**src/hw/cso_pkg.sv**
```systemverilog
// Constants for the capacitive sense oscillator control block.
// Assumes an 8-bit register port with a 3-bit word address.
`default_nettype none
package cso_pkg;
   // ==========================================================
   // Register addresses
   localparam logic [2:0] CSO_ADDR_PRIMARY = 3'h0;
   localparam logic [2:0] CSO_ADDR_CHANNEL = 3'h1;
   localparam logic [2:0] CSO_ADDR_T1_CTRL = 3'h2;
   localparam logic [2:0] CSO_ADDR_T1_GATE = 3'h3;
   localparam logic [2:0] CSO_ADDR_T1_LOW = 3'h4;
   localparam logic [2:0] CSO_ADDR_T1_HIGH = 3'h5;
   localparam logic [2:0] CSO_ADDR_T0_COUNT = 3'h6;
   localparam logic [2:0] CSO_ADDR_T0_OPTION = 3'h7;
   // ==========================================================
   // Field positions
   localparam int CSO_BIT_ENABLE = 7;
   localparam int CSO_BIT_RANGE_HI = 3;
   localparam int CSO_BIT_RANGE_LO = 2;
   localparam int CSO_BIT_DIR = 1;
   localparam int CSO_BIT_TIMER_ZERO_EXT_SOURCE_SELECT = 0;
   localparam int CSO_BIT_CH_HI = 2;
   localparam int CSO_BIT_T1CS_HI = 7;
   localparam int CSO_BIT_T1CS_LO = 6;
   localparam int CSO_BIT_T1RUN = 0;
   localparam int CSO_BIT_T1GE = 7;
   localparam int CSO_BIT_TIMER_ONE_GATE_TOGGLE = 5;
   localparam int CSO_BIT_GATE_VAL = 2;
   localparam int CSO_BIT_GSS_HI = 1;
   localparam int CSO_BIT_TIMER_ZERO_CLOCK_SELECT = 5;
   // ==========================================================
   // Encodings and reset values
   localparam logic [1:0] CSO_RANGE_OFF = 2'h0;
   localparam logic [1:0] CSO_T1CS_INSTR = 2'h0;
   localparam logic [1:0] CSO_T1CS_OSC = 2'h3;
   localparam logic [1:0] CSO_GSS_WDT = 2'h3;
   localparam logic [7:0] CSO_RESET_BYTE = 8'h00;
   localparam int CSO_CHANNELS = 8;
endpackage
`default_nettype wire

```
**src/hw/cso_sense_ctrl.sv**
```systemverilog
// Capacitive sense oscillator control: registers, channel mux, timers, watchdog gate.
// Assumes all inputs are synchronous to sys_clk and the oscillator direction is a level.
//
// Summary of operation
// The oscillator keeps running while sensing is enabled with a nonzero range, whether or not the part sleeps.
// Gate source select 11 makes the watchdog overflow the gate of timer one.
// In toggle mode with the watchdog gate, timer one counts from one overflow to the next.
// Software arms gating, enables sensing and clears timer one before it sleeps.
// Timer zero does not count while the part sleeps.
// An early wake from another source restarts the watchdog, delaying its next overflow.
// With sensing disabled the channel field is ignored and no pin is connected.
// With sensing enabled the channel field connects the pin of the same index.
// Range 00 turns the oscillator off; 01, 10 and 11 select low, medium and high current.
// The selected count timer advances once per oscillator cycle.
// Software clears the count timer at each time base start and reads it at the end.
// Timer zero counts oscillator cycles when its external source and clock selects allow.
// Timer one clock source 11 makes the oscillator its clock.
// The direction status bit shows whether the oscillator sources or sinks current.
// The direction bit ignores writes and unimplemented bits read as zero.
`default_nettype none
module cso_sense_ctrl
   import cso_pkg::*;
#(
   parameter int WDT_CYCLES = 4096
) (
   input wire logic sys_clk, // System clock
   input wire logic reset, // Synchronous reset, active high
   input wire logic clk_en, // Freezes all state while low
   input wire logic [2:0] reg_addr, // Register address
   input wire logic [7:0] reg_wdata, // Write data
   input wire logic reg_wr, // Write strobe
   input wire logic reg_rd, // Read strobe
   output logic [7:0] reg_rdata, // Read data, cycle after strobe
   input wire logic osc_dir_in, // Oscillator sourcing (1) or sinking (0)
   input wire logic sleep_req, // Part is asleep
   input wire logic wake_other, // Wake pulse from a non-watchdog source
   input wire logic t1_gate_pin, // Timer one external gate level
   output logic [7:0] sense_input_pin, // One-hot pin connect
   output logic [1:0] osc_current_range, // Current range to the oscillator
   output logic osc_run, // Oscillator enable
   output logic watchdog_overflow // Watchdog overflow pulse
);
   localparam int WDT_W = $clog2(WDT_CYCLES);
   localparam logic [WDT_W-1:0] WDT_LAST = WDT_W'(WDT_CYCLES - 1);

   // Refuse a watchdog period the overflow pulse logic cannot serve
   if (WDT_CYCLES < 2) begin
      $error("WDT_CYCLES must be at least 2");
   end

   // ==========================================================
   // State
   typedef struct packed {
      logic en;
      logic [1:0] rng;
      logic dir;
      logic timer_zero_ext_source_select;
      logic [2:0] ch;
      logic [1:0] t1cs;
      logic t1run;
      logic t1ge;
      logic timer_one_gate_toggle;
      logic [1:0] timer_one_gate_source_select;
      logic gate;
      logic timer_zero_clock_select;
      logic [15:0] tmr1;
      logic [7:0] tmr0;
      logic dir_q;
      logic [WDT_W-1:0] wdt_cnt;
      logic wdt_ovf;
      logic [7:0] rdata;
      logic [7:0] pin_sel;
      logic [1:0] rng_out;
      logic osc_on;
   } cso_state_s;

   cso_state_s st;
   cso_state_s next_st;

   function automatic logic [7:0] cso_onehot(input logic [2:0] idx);
      cso_onehot = 8'h01 << idx;
   endfunction

   // ==========================================================
   // Next state
   always_comb begin
      logic osc_edge;
      logic gate_now;
      logic t1_tick;
      logic t1_cnt_en;
      logic wr_p;
      osc_edge = 1'b0;
      gate_now = 1'b0;
      t1_tick = 1'b0;
      t1_cnt_en = 1'b0;
      wr_p = 1'b0;
      next_st = st;
      next_st.dir_q = osc_dir_in;
      next_st.dir = osc_dir_in;
      // One oscillator cycle per rising direction edge while running
      osc_edge = st.osc_on && osc_dir_in && !st.dir_q;

      // Watchdog: early wake restarts the period
      next_st.wdt_ovf = 1'b0;
      if (wake_other) begin
         next_st.wdt_cnt = '0;
      end else if (st.wdt_cnt == WDT_LAST) begin
         next_st.wdt_cnt = '0;
         next_st.wdt_ovf = 1'b1;
      end else begin
         next_st.wdt_cnt = st.wdt_cnt + 1'b1;
      end

      // Timer one gate
      if (st.timer_one_gate_source_select == CSO_GSS_WDT) begin
         if (st.timer_one_gate_toggle) begin
            if (st.wdt_ovf) begin
               next_st.gate = !st.gate;
            end
         end else begin
            next_st.gate = st.wdt_ovf;
         end
      end else if (st.timer_one_gate_toggle) begin
         next_st.gate = st.gate;
      end else begin
         next_st.gate = t1_gate_pin;
      end
      gate_now = st.gate;
      if (!st.timer_one_gate_toggle && st.timer_one_gate_source_select != CSO_GSS_WDT) begin
         gate_now = t1_gate_pin;
      end

      // Timer one
      if (st.t1cs == CSO_T1CS_OSC) begin
         t1_tick = osc_edge;
      end else if (st.t1cs == CSO_T1CS_INSTR) begin
         t1_tick = !sleep_req;
      end
      t1_cnt_en = st.t1run && (!st.t1ge || gate_now);
      if (t1_cnt_en && t1_tick) begin
         next_st.tmr1 = st.tmr1 + 16'h0001;
      end

      // Timer zero: oscillator clocked, frozen in sleep
      if (st.timer_zero_ext_source_select && !st.timer_zero_clock_select && osc_edge && !sleep_req) begin
         next_st.tmr0 = st.tmr0 + 8'h01;
      end

      // Register writes
      wr_p = reg_wr;
      if (wr_p) begin
         unique case (reg_addr)
            CSO_ADDR_PRIMARY: begin
               next_st.en = reg_wdata[CSO_BIT_ENABLE];
               next_st.rng = reg_wdata[CSO_BIT_RANGE_HI:CSO_BIT_RANGE_LO];
               next_st.timer_zero_ext_source_select = reg_wdata[CSO_BIT_TIMER_ZERO_EXT_SOURCE_SELECT];
            end
            CSO_ADDR_CHANNEL: begin
               next_st.ch = reg_wdata[CSO_BIT_CH_HI:0];
            end
            CSO_ADDR_T1_CTRL: begin
               next_st.t1cs = reg_wdata[CSO_BIT_T1CS_HI:CSO_BIT_T1CS_LO];
               next_st.t1run = reg_wdata[CSO_BIT_T1RUN];
            end
            CSO_ADDR_T1_GATE: begin
               next_st.t1ge = reg_wdata[CSO_BIT_T1GE];
               next_st.timer_one_gate_toggle = reg_wdata[CSO_BIT_TIMER_ONE_GATE_TOGGLE];
               next_st.timer_one_gate_source_select = reg_wdata[CSO_BIT_GSS_HI:0];
            end
            CSO_ADDR_T1_LOW: begin
               next_st.tmr1[7:0] = reg_wdata;
            end
            CSO_ADDR_T1_HIGH: begin
               next_st.tmr1[15:8] = reg_wdata;
            end
            CSO_ADDR_T0_COUNT: begin
               next_st.tmr0 = reg_wdata;
            end
            CSO_ADDR_T0_OPTION: begin
               next_st.timer_zero_clock_select = reg_wdata[CSO_BIT_TIMER_ZERO_CLOCK_SELECT];
            end
         endcase
      end

      // Register reads: data stands in the following cycle only
      next_st.rdata = CSO_RESET_BYTE;
      if (reg_rd) begin
         unique case (reg_addr)
            CSO_ADDR_PRIMARY: begin
               next_st.rdata[CSO_BIT_ENABLE] = st.en;
               next_st.rdata[CSO_BIT_RANGE_HI:CSO_BIT_RANGE_LO] = st.rng;
               next_st.rdata[CSO_BIT_DIR] = st.dir;
               next_st.rdata[CSO_BIT_TIMER_ZERO_EXT_SOURCE_SELECT] = st.timer_zero_ext_source_select;
            end
            CSO_ADDR_CHANNEL: begin
               next_st.rdata[CSO_BIT_CH_HI:0] = st.ch;
            end
            CSO_ADDR_T1_CTRL: begin
               next_st.rdata[CSO_BIT_T1CS_HI:CSO_BIT_T1CS_LO] = st.t1cs;
               next_st.rdata[CSO_BIT_T1RUN] = st.t1run;
            end
            CSO_ADDR_T1_GATE: begin
               next_st.rdata[CSO_BIT_T1GE] = st.t1ge;
               next_st.rdata[CSO_BIT_TIMER_ONE_GATE_TOGGLE] = st.timer_one_gate_toggle;
               next_st.rdata[CSO_BIT_GATE_VAL] = gate_now;
               next_st.rdata[CSO_BIT_GSS_HI:0] = st.timer_one_gate_source_select;
            end
            CSO_ADDR_T1_LOW: begin
               next_st.rdata = st.tmr1[7:0];
            end
            CSO_ADDR_T1_HIGH: begin
               next_st.rdata = st.tmr1[15:8];
            end
            CSO_ADDR_T0_COUNT: begin
               next_st.rdata = st.tmr0;
            end
            CSO_ADDR_T0_OPTION: begin
               next_st.rdata[CSO_BIT_TIMER_ZERO_CLOCK_SELECT] = st.timer_zero_clock_select;
            end
         endcase
      end

      // Analog side: sleep plays no part here
      next_st.osc_on = next_st.en && (next_st.rng != CSO_RANGE_OFF);
      next_st.rng_out = next_st.en ? next_st.rng : CSO_RANGE_OFF;
      next_st.pin_sel = next_st.en ? cso_onehot(next_st.ch) : CSO_RESET_BYTE;
   end

   // ==========================================================
   // Registers
   always_ff @(posedge sys_clk) begin
      if (reset) begin
         st <= '0;
      end else if (clk_en) begin
         st <= next_st;
      end
   end

   assign reg_rdata = st.rdata;
   assign sense_input_pin = st.pin_sel;
   assign osc_current_range = st.rng_out;
   assign osc_run = st.osc_on;
   assign watchdog_overflow = st.wdt_ovf;
endmodule
`default_nettype wire

```
**config.mk**
```make
export PLATFORM = sky130hd
export DESIGN_NAME = cso_sense_ctrl
export DESIGN_NICKNAME = d
export VERILOG_FILES = /design/src/hw/cso_pkg.sv /design/src/hw/cso_sense_ctrl.sv
export SDC_FILE = /design/constraint.sdc
export NUM_CORES = 1
export LEC_CHECK = 0
export BUFFER_PORTS_ARGS = -buffer_cell sky130_fd_sc_hd__buf_2
export CORE_MARGIN = 3
export CORE_UTILIZATION = 35
export DETAILED_ROUTE_END_ITERATION = 12
export SYNTH_ARGS = -nofsm -noshare
export SYNTH_HDL_FRONTEND = slang
export SYNTH_SLANG_ARGS = --single-unit
```
**constraint.sdc**
```tcl
create_clock -name sys_clk -period 1.82 [get_ports sys_clk]
set_input_delay 0.182 -clock sys_clk [delete_from_list [all_inputs] [get_ports sys_clk]]
set_output_delay 0.182 -clock sys_clk [all_outputs]
set_load 0.02 [all_outputs]
```
==> reports/metrics.cfg, run 1 <==
[finish]
multi_input_area_mm2 = 0.002665
synthToLayoutAreaGrowth_pct = 18.93
fin_nets = 609
layout-drive-gt1-share_pct = 23.18
num_antenna_cells = 0
seqCellArea_mm2 = 0.001466
fillCellCount = 1205
final_util_pct = 43.05

[placement]
post-dp-hpwl_um = 9887
place_congestion = 0.9092
port_buffers = 39

[global_routing]
grt_max_degree = 61
grt.overflow.total = 0
grt_pass1_vias = 4195
grt_first_pass_wirelength_um = 22120
antenna_found_initial = 0
grt_usage_pct = 19.43

[synthesis]
synthFlopType = dfxtp_1
synth-seq-cells = 73
mappedNetlistArea_mm2 = 0.004402
ys_types = 74
yosysSeqAreaShare_pct = 33.20
synth_edf_count = 0
synth_area_per_cell_um2 = 8.077
ys_warn_count = 0
syn-num-nets = 568
synthArstFlopShare_pct = 0
synthCells = 545

[power_and_ir_drop]
power_density_mw_per_mm2 = 721.9
power_mw = 3.779
vdd_drop_max_v = 0.0004153
p_leak_nw = 1.897

[timing]
grt_setup_unrepaired = false
period_share_pct = 95.86
hold_viol = 0
worst_pin_slew_ns = 0.5644
finClkSkew_ns = 0.006872
fin_crit_ns = 1.745
clock.fmax_mhz = 573.2
drv_slew = 0
timing.slew.headroom_pct = 62.24
setup_tns_ns = 0
setup_viol = 0

[flow_run]
drv_cap = 0

[critical_path]
slowest_delay_ns = 0.33
path_class = reg -> reg
crit_buf_inv = 1
worstPathMaxFanout = 8
crit_chain = and3b_2 -> a31oi_4 -> nor4_4 -> buf_6 -> mux2_2 -> a21oi_1
worstPathArrival_ns = 2.01
cp-start-kind = flip-flop
worst_ep_required_time_ns = 2.09
path_delay_family = simple AND/OR/NAND/NOR gates
cp_slowest_cell = mux2_2
setup.worst_path.end_class = flip-flop

[detailed_routing]
vias = 4420
drtIter0Drc = 453
dr.pass1.iters = 5
avgRoutedWirePerCell_um = 18.21
drt-total-wl_um = 13820
vias_per_cell = 5.823
ant_nets = 0
route.detailed.drc = 0

[clock_tree]
cts_tree = built
numCtsBuffers = 9
cts.clk_slew.worst_paths_ns = 0.06
ctsLongestPathBuffers = 2
numClockSinks = 73
clockRootBuffer = clkbuf_16
clock_latency_ns = 0.34
htree_levels = 3

[floorplan]
io_pins = 40
die_y_um = 118.1
coreArea_mm2 = 0.01216
die_area_mm2 = 0.01396
start_util_pct = 36.19
die_x_um = 118.1
rows = 40

[outcome]
status = finished clean

[worst_hold_path]
hold_path.class = in -> reg

==> cell usage in the layout (no fill, tap or decap), types with 4 or more instances in the layout <==
cell type	synthesis	layout
a211oi_1	9	9
a21oi_1	46	46
a22oi_1	10	10
a2bb2oi_1	5	5
a31oi_1	8	8
and2_1	5	5
and3_1	14	14
buf_2	6	39
buf_4	19	45
clkbuf_16	0	9
dfxtp_1	73	69
dfxtp_2	0	4
inv_1	8	7
mux2i_1	24	24
nand2_1	53	53
nand2b_1	6	6
nand3_1	24	24
nand4_1	12	12
nor2_1	51	51
nor3_1	13	12
nor4_1	9	9
o211ai_1	8	8
o21ai_0	20	20
o22ai_1	6	6
or3_1	7	7
or4_1	4	4
==> per-layer routing <==
metal  track usage (%)  routed length (um)  share of wire [%]  up-vias
met5                 0                   0                  0        -
met4             7.985                 448                3.2        0
met3             4.211                 897                6.5       31
met2             30.26                6324                 46      164
met1             26.06                6148                 44     2116
li1                  -                   -                  -     2109
==> registers in the layout, summed over array words and instances (netlist names) <==
signal / cells
watchdog_overflow: 1
reg_rdata: 8
st: 53
osc_run: 1
osc_current_range: 2
sense_input_pin: 8
==> layout make-up <==
class	count	share of cell area, %
Clock buffer	9	4.302
Clock inverter	7	1.028
Inverter	8	0.5736
Multi-Input combinational cell	407	50.91
Sequential cell	73	28.01
Tap cell	168	4.015
Timing Repair Buffer	87	11.16
==> cells in the mapped netlist, drive strengths merged, types with 9 or more instances <==
cell type | instances | share of area, %
a22oi | 10 | 1.7
a21oi | 48 | 5.6
nand4 | 12 | 1.7
a31oi | 9 | 1.4
nor4 | 10 | 1.8
mux2i | 24 | 5.5
buf | 32 | 4.7
nor2 | 51 | 4.3
nand3 | 25 | 3.0
nor3 | 14 | 1.7
clkbuf | 25 | 2.4
dfxtp | 73 | 33
nand2 | 53 | 4.5
a211oi | 9 | 1.5
o21ai | 20 | 2.3
and3 | 14 | 2.0
==> path summary, 6_finish.rpt <==
check / start / to / slack, ns / cells past startpoint
hold / removal: wake_other / st[28] / 0.11 / 2
setup reg to reg: st[32] / st[48] / 0.08 / 6
hold reg to reg: reg_rdata[5] / reg_rdata[5] / 0.46 / 2
setup / recovery: st[32] / st[48] / 0.08 / 6
==> metrics by stage <==
stage | std cells | worst slack [ns] | cell area, um2 | hold WS, ns
after global routing | 759 | 0.002923 | 5235 | 0.1297
after global placement | 742 | 0.05293 | 4873 | 0.4467
after floorplan | 545 | 0.01093 | 4403 | 0.2787
after detailed placement | 742 | 0.001936 | 4873 | 0.4552
final | 759 | 0.07538 | 5235 | 0.1131
after CTS | 758 | 0.002271 | 5160 | 0.1041
==> cell families (layout without fill, tap and decap cells) <==
group                      count (synthesis)  count (layout)  synth area share (%)
DFF                                       73              73                 33.20
muxes                                     30              30                 7.760
and+or+nand+nor                          224             224                 27.23
xor gates and xnor gates                   1               1                0.1990
buffers and inverters                     65             111                 7.789
AOI/OAI and AO/OA                        149             149                 22.97
adders and majority gates                  3               3                0.8528
==> report_power, final <==
group	internal [mW]	switching, mW	total [mW]
combinational	0.164	0.276	0.440
clock	0.934	0.741	1.68
sequential	1.63	0.0337	1.66
==> repair_timing <==
action | in CTS | in global routing
endpoints found under the setup margin | 1 | 11
hold buffers | 0 | 0
buffers inserted | 0 | 1
gates resized for setup | 1 | 13
pin swaps | 0 | 1
Note: power is estimated with default switching activity, not from simulation.
==> run 2: changes to the inputs <==
- CORE_ASPECT_RATIO: default -> 1.4
==> run 2 against run 1 <==
Register-to-register slack got worse by 0.03 ns. Design area fell by 1.9%. Worst setup slack got worse by 0.033 ns. Total power rose by 4.3%. Combinational power fell by 5.7%. Maximum frequency fell by 1.9%. Die area rose by 0.14%. Clock skew rose by 0.00066 ns. Global-route usage fell by 0.51 points. Via count fell by 1.8%. Final cell count fell by 4.0%. Non-clock buffer count fell by 9.
==> reports/metrics.cfg, run 2 (same netlist as run 1, synthesis figures left out) <==
[floorplan]
die_x_um = 100.8  ; was 118.1 um
io_pins = 40  ; unchanged
die_y_um = 138.7  ; was 118.1 um
rows = 47  ; was 40
die_area_mm2 = 0.01398  ; was 0.01396 mm2
start_util_pct = 36.51  ; was 36.19%
coreArea_mm2 = 0.01206  ; was 0.01216 mm2

[critical_path]
worst_ep_required_time_ns = 2.03  ; was 2.09 ns
worstPathArrival_ns = 1.99  ; was 2.01 ns
cp_slowest_cell = dfxtp_1  ; was mux2_2
worstPathMaxFanout = 5  ; was 8
path_delay_family = simple AND/OR/NAND/NOR gates  ; unchanged
cp-start-kind = flip-flop  ; unchanged
slowest_delay_ns = 0.33  ; about the same
path_class = reg -> reg  ; unchanged
setup.worst_path.end_class = flip-flop  ; unchanged
crit_chain = and2_4 -> o221a_4 -> nor4_4 -> buf_4 -> a21oi_2 -> or3_1  ; was and3b_2 -> a31oi_4 -> nor4_4 -> buf_6 -> mux2_2 -> a21oi_1
crit_buf_inv = 1  ; unchanged

[placement]
pre_cts_slack_ns = 0.04886  ; was 0.001936 ns
port_buffers = 39  ; unchanged
place_congestion = 0.9027  ; was 0.9092
post-dp-hpwl_um = 9579  ; was 9887 um
place_inst = 712  ; was 742
dpl-instance-area_mm2 = 0.004780  ; was 0.004873 mm2

[timing]
hold_viol = 0  ; unchanged
worst_pin_slew_ns = 0.6210  ; was 0.5644 ns
clock.fmax_mhz = 562.6  ; was 573.2 MHz
timing.slew.headroom_pct = 58.45  ; was 62.24%
setup_slack_ns = 0.04242  ; was 0.07538 ns
grt_setup_unrepaired = true  ; was false
finClkSkew_ns = 0.007536  ; was 0.006872 ns
fin_crit_ns = 1.778  ; was 1.745 ns
period_share_pct = 97.67  ; was 95.86%
drv_slew = 0  ; unchanged
setup_viol = 0  ; unchanged

[flow_run]
drv_cap = 0  ; unchanged

[detailed_routing]
dr.pass1.iters = 5  ; unchanged
drt-total-wl_um = 13170  ; was 13820 um
avgRoutedWirePerCell_um = 18.07  ; was 18.21 um
route.detailed.drc = 0  ; unchanged
vias_per_cell = 5.952  ; was 5.823
ant_nets = 0  ; unchanged
vias = 4339  ; was 4420
drtIter0Drc = 281  ; was 453

[finish]
synthToLayoutAreaGrowth_pct = 16.71  ; was 18.93%
design_area_mm2 = 0.005137  ; was 0.005235 mm2
final_util_pct = 42.62  ; was 43.05%
fillCellCount = 1218  ; was 1205
layout.cells.most_common = dfxtp_1  ; unchanged
final_cell_mix = 71 x dfxtp_1, 53 x nand2_1, 51 x nor2_1  ; was 69 x dfxtp_1, 53 x nand2_1, 51 x nor2_1
num_antenna_cells = 0  ; unchanged
largest-register = st  ; unchanged
layout-drive-gt1-share_pct = 21.31  ; was 23.18%
fin_nets = 600  ; was 609
fin_cells = 729  ; was 759
largest_reg_flops = 53  ; unchanged

[clock_tree]
clock_latency_ns = 0.33  ; was 0.34 ns
ctsLongestPathBuffers = 2  ; unchanged
cts_hold_buf = 0  ; unchanged
cts.clk_slew.worst_paths_ns = 0.06  ; about the same
numClockSinks = 73  ; unchanged
htree_levels = 3  ; unchanged
numCtsBuffers = 9  ; unchanged
cts_tree = built  ; unchanged
clockRootBuffer = clkbuf_16  ; unchanged

[global_routing]
grt_first_pass_wirelength_um = 21250  ; was 22120 um
grt.overflow.total = 0  ; unchanged
grt_pass1_vias = 4153  ; was 4195
grt_usage_pct = 18.92  ; was 19.43%
grt_max_degree = 61  ; unchanged
antenna_found_initial = 0  ; unchanged

[power_and_ir_drop]
vdd_drop_max_v = 0.0005423  ; was 0.0004153 V
p_leak_nw = 1.855  ; was 1.897 nW
power_mw = 3.942  ; was 3.779 mW
power_density_mw_per_mm2 = 767.2  ; was 721.9 mW/mm2

[outcome]
status = finished clean  ; unchanged

[worst_hold_path]
hold_path.class = in -> reg  ; unchanged

## run 2: cell types whose count changed in the layout (fill, tap and decap cells not counted), sizes merged
cell	previous run	this run
buf	87	78
clkbuf	9	13
clkinvlp	3	0
inv	11	8
bufinv	0	2
## run 2: through the flow
step                setup TNS (ns)  hold WS (ns)
global placement                 0        0.4501
detailed placement               0        0.4550
floorplan                        0        0.2787
global route              -0.08185        0.1356
finish                           0        0.1197
CTS                              0        0.1035
## run 2: what timing repair did
action	4_1_cts	5_1_grt
resized for setup	0	10
setup buffers	0	1
endpoints found under the setup margin	0	11
## run 2: path summary, 6_finish.rpt
check / startpoint / end / slack (ns) / cells past startpoint
worst min register to register: reg_rdata[2] / reg_rdata[2] / 0.46 / 2
worst max-delay path: st[60] / st[52] / 0.04 / 6
worst min-delay path: wake_other / st[28] / 0.12 / 2
worst max register to register: st[60] / st[52] / 0.04 / 6
## run 2: cell type report
type	instances	area, um2	area share [%]
Clock inverter	3	65.06	1.266
Sequential cell	73	1464	28.49
Clock buffer	13	240.2	4.676
Inverter	8	30.03	0.5845
Timing Repair Buffer	78	513.0	9.985
Tap cell	147	183.9	3.580
Multi-Input combinational cell	407	2641	51.41
## run 2: routing by layer
metal	global-route usage [%]	share of wire, %
met5	0	0
met3	3.674	5.1
met1	22.46	41
met2	31.66	50
met4	9.936	4.4
## run 2: power breakdown
group,switching (mW),internal [mW]
Clock,0.661,1.20
Sequential,0.0350,1.63
Combinational,0.263,0.152
Total,0.958,2.98
==> run 3: changes to the inputs <==
- MAX_ROUTING_LAYER: default -> met4
- SKIP_LAST_GASP: default -> 1
==> run 3 against run 2 <==
Combinational power is essentially flat. Worst setup slack improved by 0.012 ns. Non-clock buffer count unchanged. First-iteration DRC count increased by 2.5%. Routed wire length grew 0.40%. Highest routed layer unchanged.
==> reports/metrics.cfg, run 3 (same netlist as run 1, synthesis figures left out) <==
[clock_tree]
cts_hold_buf = 0  ; unchanged
numCtsBuffers = 9  ; unchanged
cts.clk_slew.worst_paths_ns = 0.06  ; about the same
htree_levels = 3  ; unchanged
clock_latency_ns = 0.33  ; about the same
cts_tree = built  ; unchanged
numClockSinks = 73  ; unchanged
clockRootBuffer = clkbuf_16  ; unchanged
ctsLongestPathBuffers = 2  ; unchanged

[finish]
layout-drive-gt1-share_pct = 20.96  ; was 21.31%
num_antenna_cells = 0  ; unchanged
largest-register = st  ; unchanged
layout.cells.most_common = dfxtp_1  ; unchanged
final_util_pct = 42.42  ; was 42.62%
final_cell_mix = 71 x dfxtp_1, 53 x nand2_1, 51 x nor2_1  ; unchanged
fin_nets = 600  ; unchanged
largest_reg_flops = 53  ; unchanged
fin_cells = 729  ; unchanged
synthToLayoutAreaGrowth_pct = 16.17  ; was 16.71%

[power_and_ir_drop]
power_density_mw_per_mm2 = 769.8  ; was 767.2 mW/mm2
p_leak_nw = 1.852  ; was 1.855 nW
vdd_drop_max_v = 0.0005393  ; was 0.0005423 V

[placement]
place_congestion = 0.9181  ; was 0.9027
place_inst = 712  ; unchanged
post-dp-hpwl_um = 9579  ; unchanged
pre_cts_slack_ns = 0.04886  ; unchanged
port_buffers = 39  ; unchanged

[global_routing]
grt.overflow.total = 0  ; unchanged
grt_pass1_vias = 4147  ; was 4153
grt_first_pass_wirelength_um = 21270  ; was 21250 um
grt_max_degree = 61  ; unchanged
antenna_found_initial = 0  ; unchanged
grt_usage_pct = 19.46  ; was 18.92%

[floorplan]
io_pins = 40  ; unchanged
rows = 47  ; unchanged
die_area_mm2 = 0.01398  ; unchanged
coreArea_mm2 = 0.01206  ; unchanged
die_y_um = 138.7  ; unchanged
die_x_um = 100.8  ; unchanged
start_util_pct = 36.51  ; unchanged

[critical_path]
crit_chain = and2_4 -> o221ai_2 -> nand2_1 -> or4_1 -> a31oi_1  ; was and2_4 -> o221a_4 -> nor4_4 -> buf_4 -> a21oi_2 -> or3_1
setup.worst_path.end_class = flip-flop  ; unchanged
path_class = reg -> reg  ; unchanged
worstPathArrival_ns = 2.02  ; was 1.99 ns
cp_slowest_cell = or4_1  ; was dfxtp_1
r2r_start = st[60]  ; unchanged
rrSetupSlack_ns = 0.05  ; was 0.04 ns
worstPathMaxFanout = 4  ; was 5
slowest_delay_ns = 0.55  ; was 0.33 ns
crit_buf_inv = 0  ; was 1
worst_ep_required_time_ns = 2.07  ; was 2.03 ns
cp-start-kind = flip-flop  ; unchanged
r2r_end = st[46]  ; was st[52]
path_delay_family = simple AND/OR/NAND/NOR gates  ; unchanged
reg2reg_depth = 5  ; was 6

[timing]
clock.fmax_mhz = 566.3  ; was 562.6 MHz
setup_viol = 0  ; unchanged
worst_pin_slew_ns = 0.5973  ; was 0.6210 ns
hold_viol = 0  ; unchanged
fin_crit_ns = 1.766  ; was 1.778 ns
drv_slew = 0  ; unchanged
fin_hold_ws_ns = 0.1171  ; was 0.1197 ns
setup_slack_ns = 0.05401  ; was 0.04242 ns
timing.slew.headroom_pct = 60.03  ; was 58.45%
grt_setup_unrepaired = true  ; unchanged
finClkSkew_ns = 0.006886  ; was 0.007536 ns
period_share_pct = 97.03  ; was 97.67%

[detailed_routing]
dr.pass1.iters = 5  ; unchanged
drtIter0Drc = 288  ; was 281
avgRoutedWirePerCell_um = 18.14  ; was 18.07 um
vias = 4341  ; was 4339
drt-total-wl_um = 13220  ; was 13170 um
route.detailed.drc = 0  ; unchanged
ant_nets = 0  ; unchanged
vias_per_cell = 5.955  ; was 5.952

[flow_run]
drv_cap = 0  ; unchanged

[outcome]
status = finished clean  ; unchanged

[worst_hold_path]
worstHoldEndpoint = st[28]  ; unchanged
hold_depth = 2  ; unchanged
hold_path.class = in -> reg  ; unchanged
worst_hold_startpoint = wake_other  ; unchanged

run 3: cell type report:
cell class	instances	area (um2)
Sequential cell	73	1464
Multi-Input combinational cell	407	2618
Timing Repair Buffer	78	513.0
Clock buffer	13	240.2
Clock inverter	3	65.06
Fill cell	1224	6942
Inverter	8	30.03
Tap cell	147	183.9
run 3: worst max path at each step:
stage | from | end | cells after the start
3_5_place_dp | st[60] | st[48] | 5
2_1_floorplan | osc_run | st[48] | 6
5_1_grt | st[60] | st[48] | 6
6_report | st[60] | st[46] | 5
3_3_place_gp | st[60] | st[48] | 5
4_1_cts | st[60] | st[48] | 5
run 3: worst reg2reg max path, cell delays in order (launching register included):
cell      delay (ns)
dfxtp_1         0.33
and2_4          0.18
o221ai_2        0.29
nand2_1         0.18
or4_1           0.55
a31oi_1         0.16
run 3: repair_timing:
item | in CTS | in global routing
resized for setup | 0 | 6
endpoints found under the hold margin | 0 | 0
setup buffers | 0 | 1
setup endpoints to repair | 0 | 11
run 3: through the flow:
step / instance area (um2) / power, mW / TNS [ns]
after global placement: 4780 / 2.098 / 0
after detailed placement: 4780 / 2.104 / 0
final: 5114 / 3.936 / 0
after global routing: 5114 / 4.078 / -0.1587
after CTS: 5085 / 3.956 / 0
after floorplan: 4403 / 1.950 / 0
run 3: layer usage:
layer  share of wire, %  global-route usage [%]  vias to the layer above
li1                   -                       -                     2081
met4                5.1                   9.936                        0
met5                  0                       -                        -
met1                 41                   22.58                     2048
met2                 49                   31.66                      159
met3                4.7                   3.473                       53
run 3: where the power goes:
part | internal [mW] | switching, mW | total [mW]
logic | 0.151 | 0.261 | 0.412
registers | 1.63 | 0.0348 | 1.67
clock network | 1.20 | 0.658 | 1.86
total | 2.98 | 0.954 | 3.94
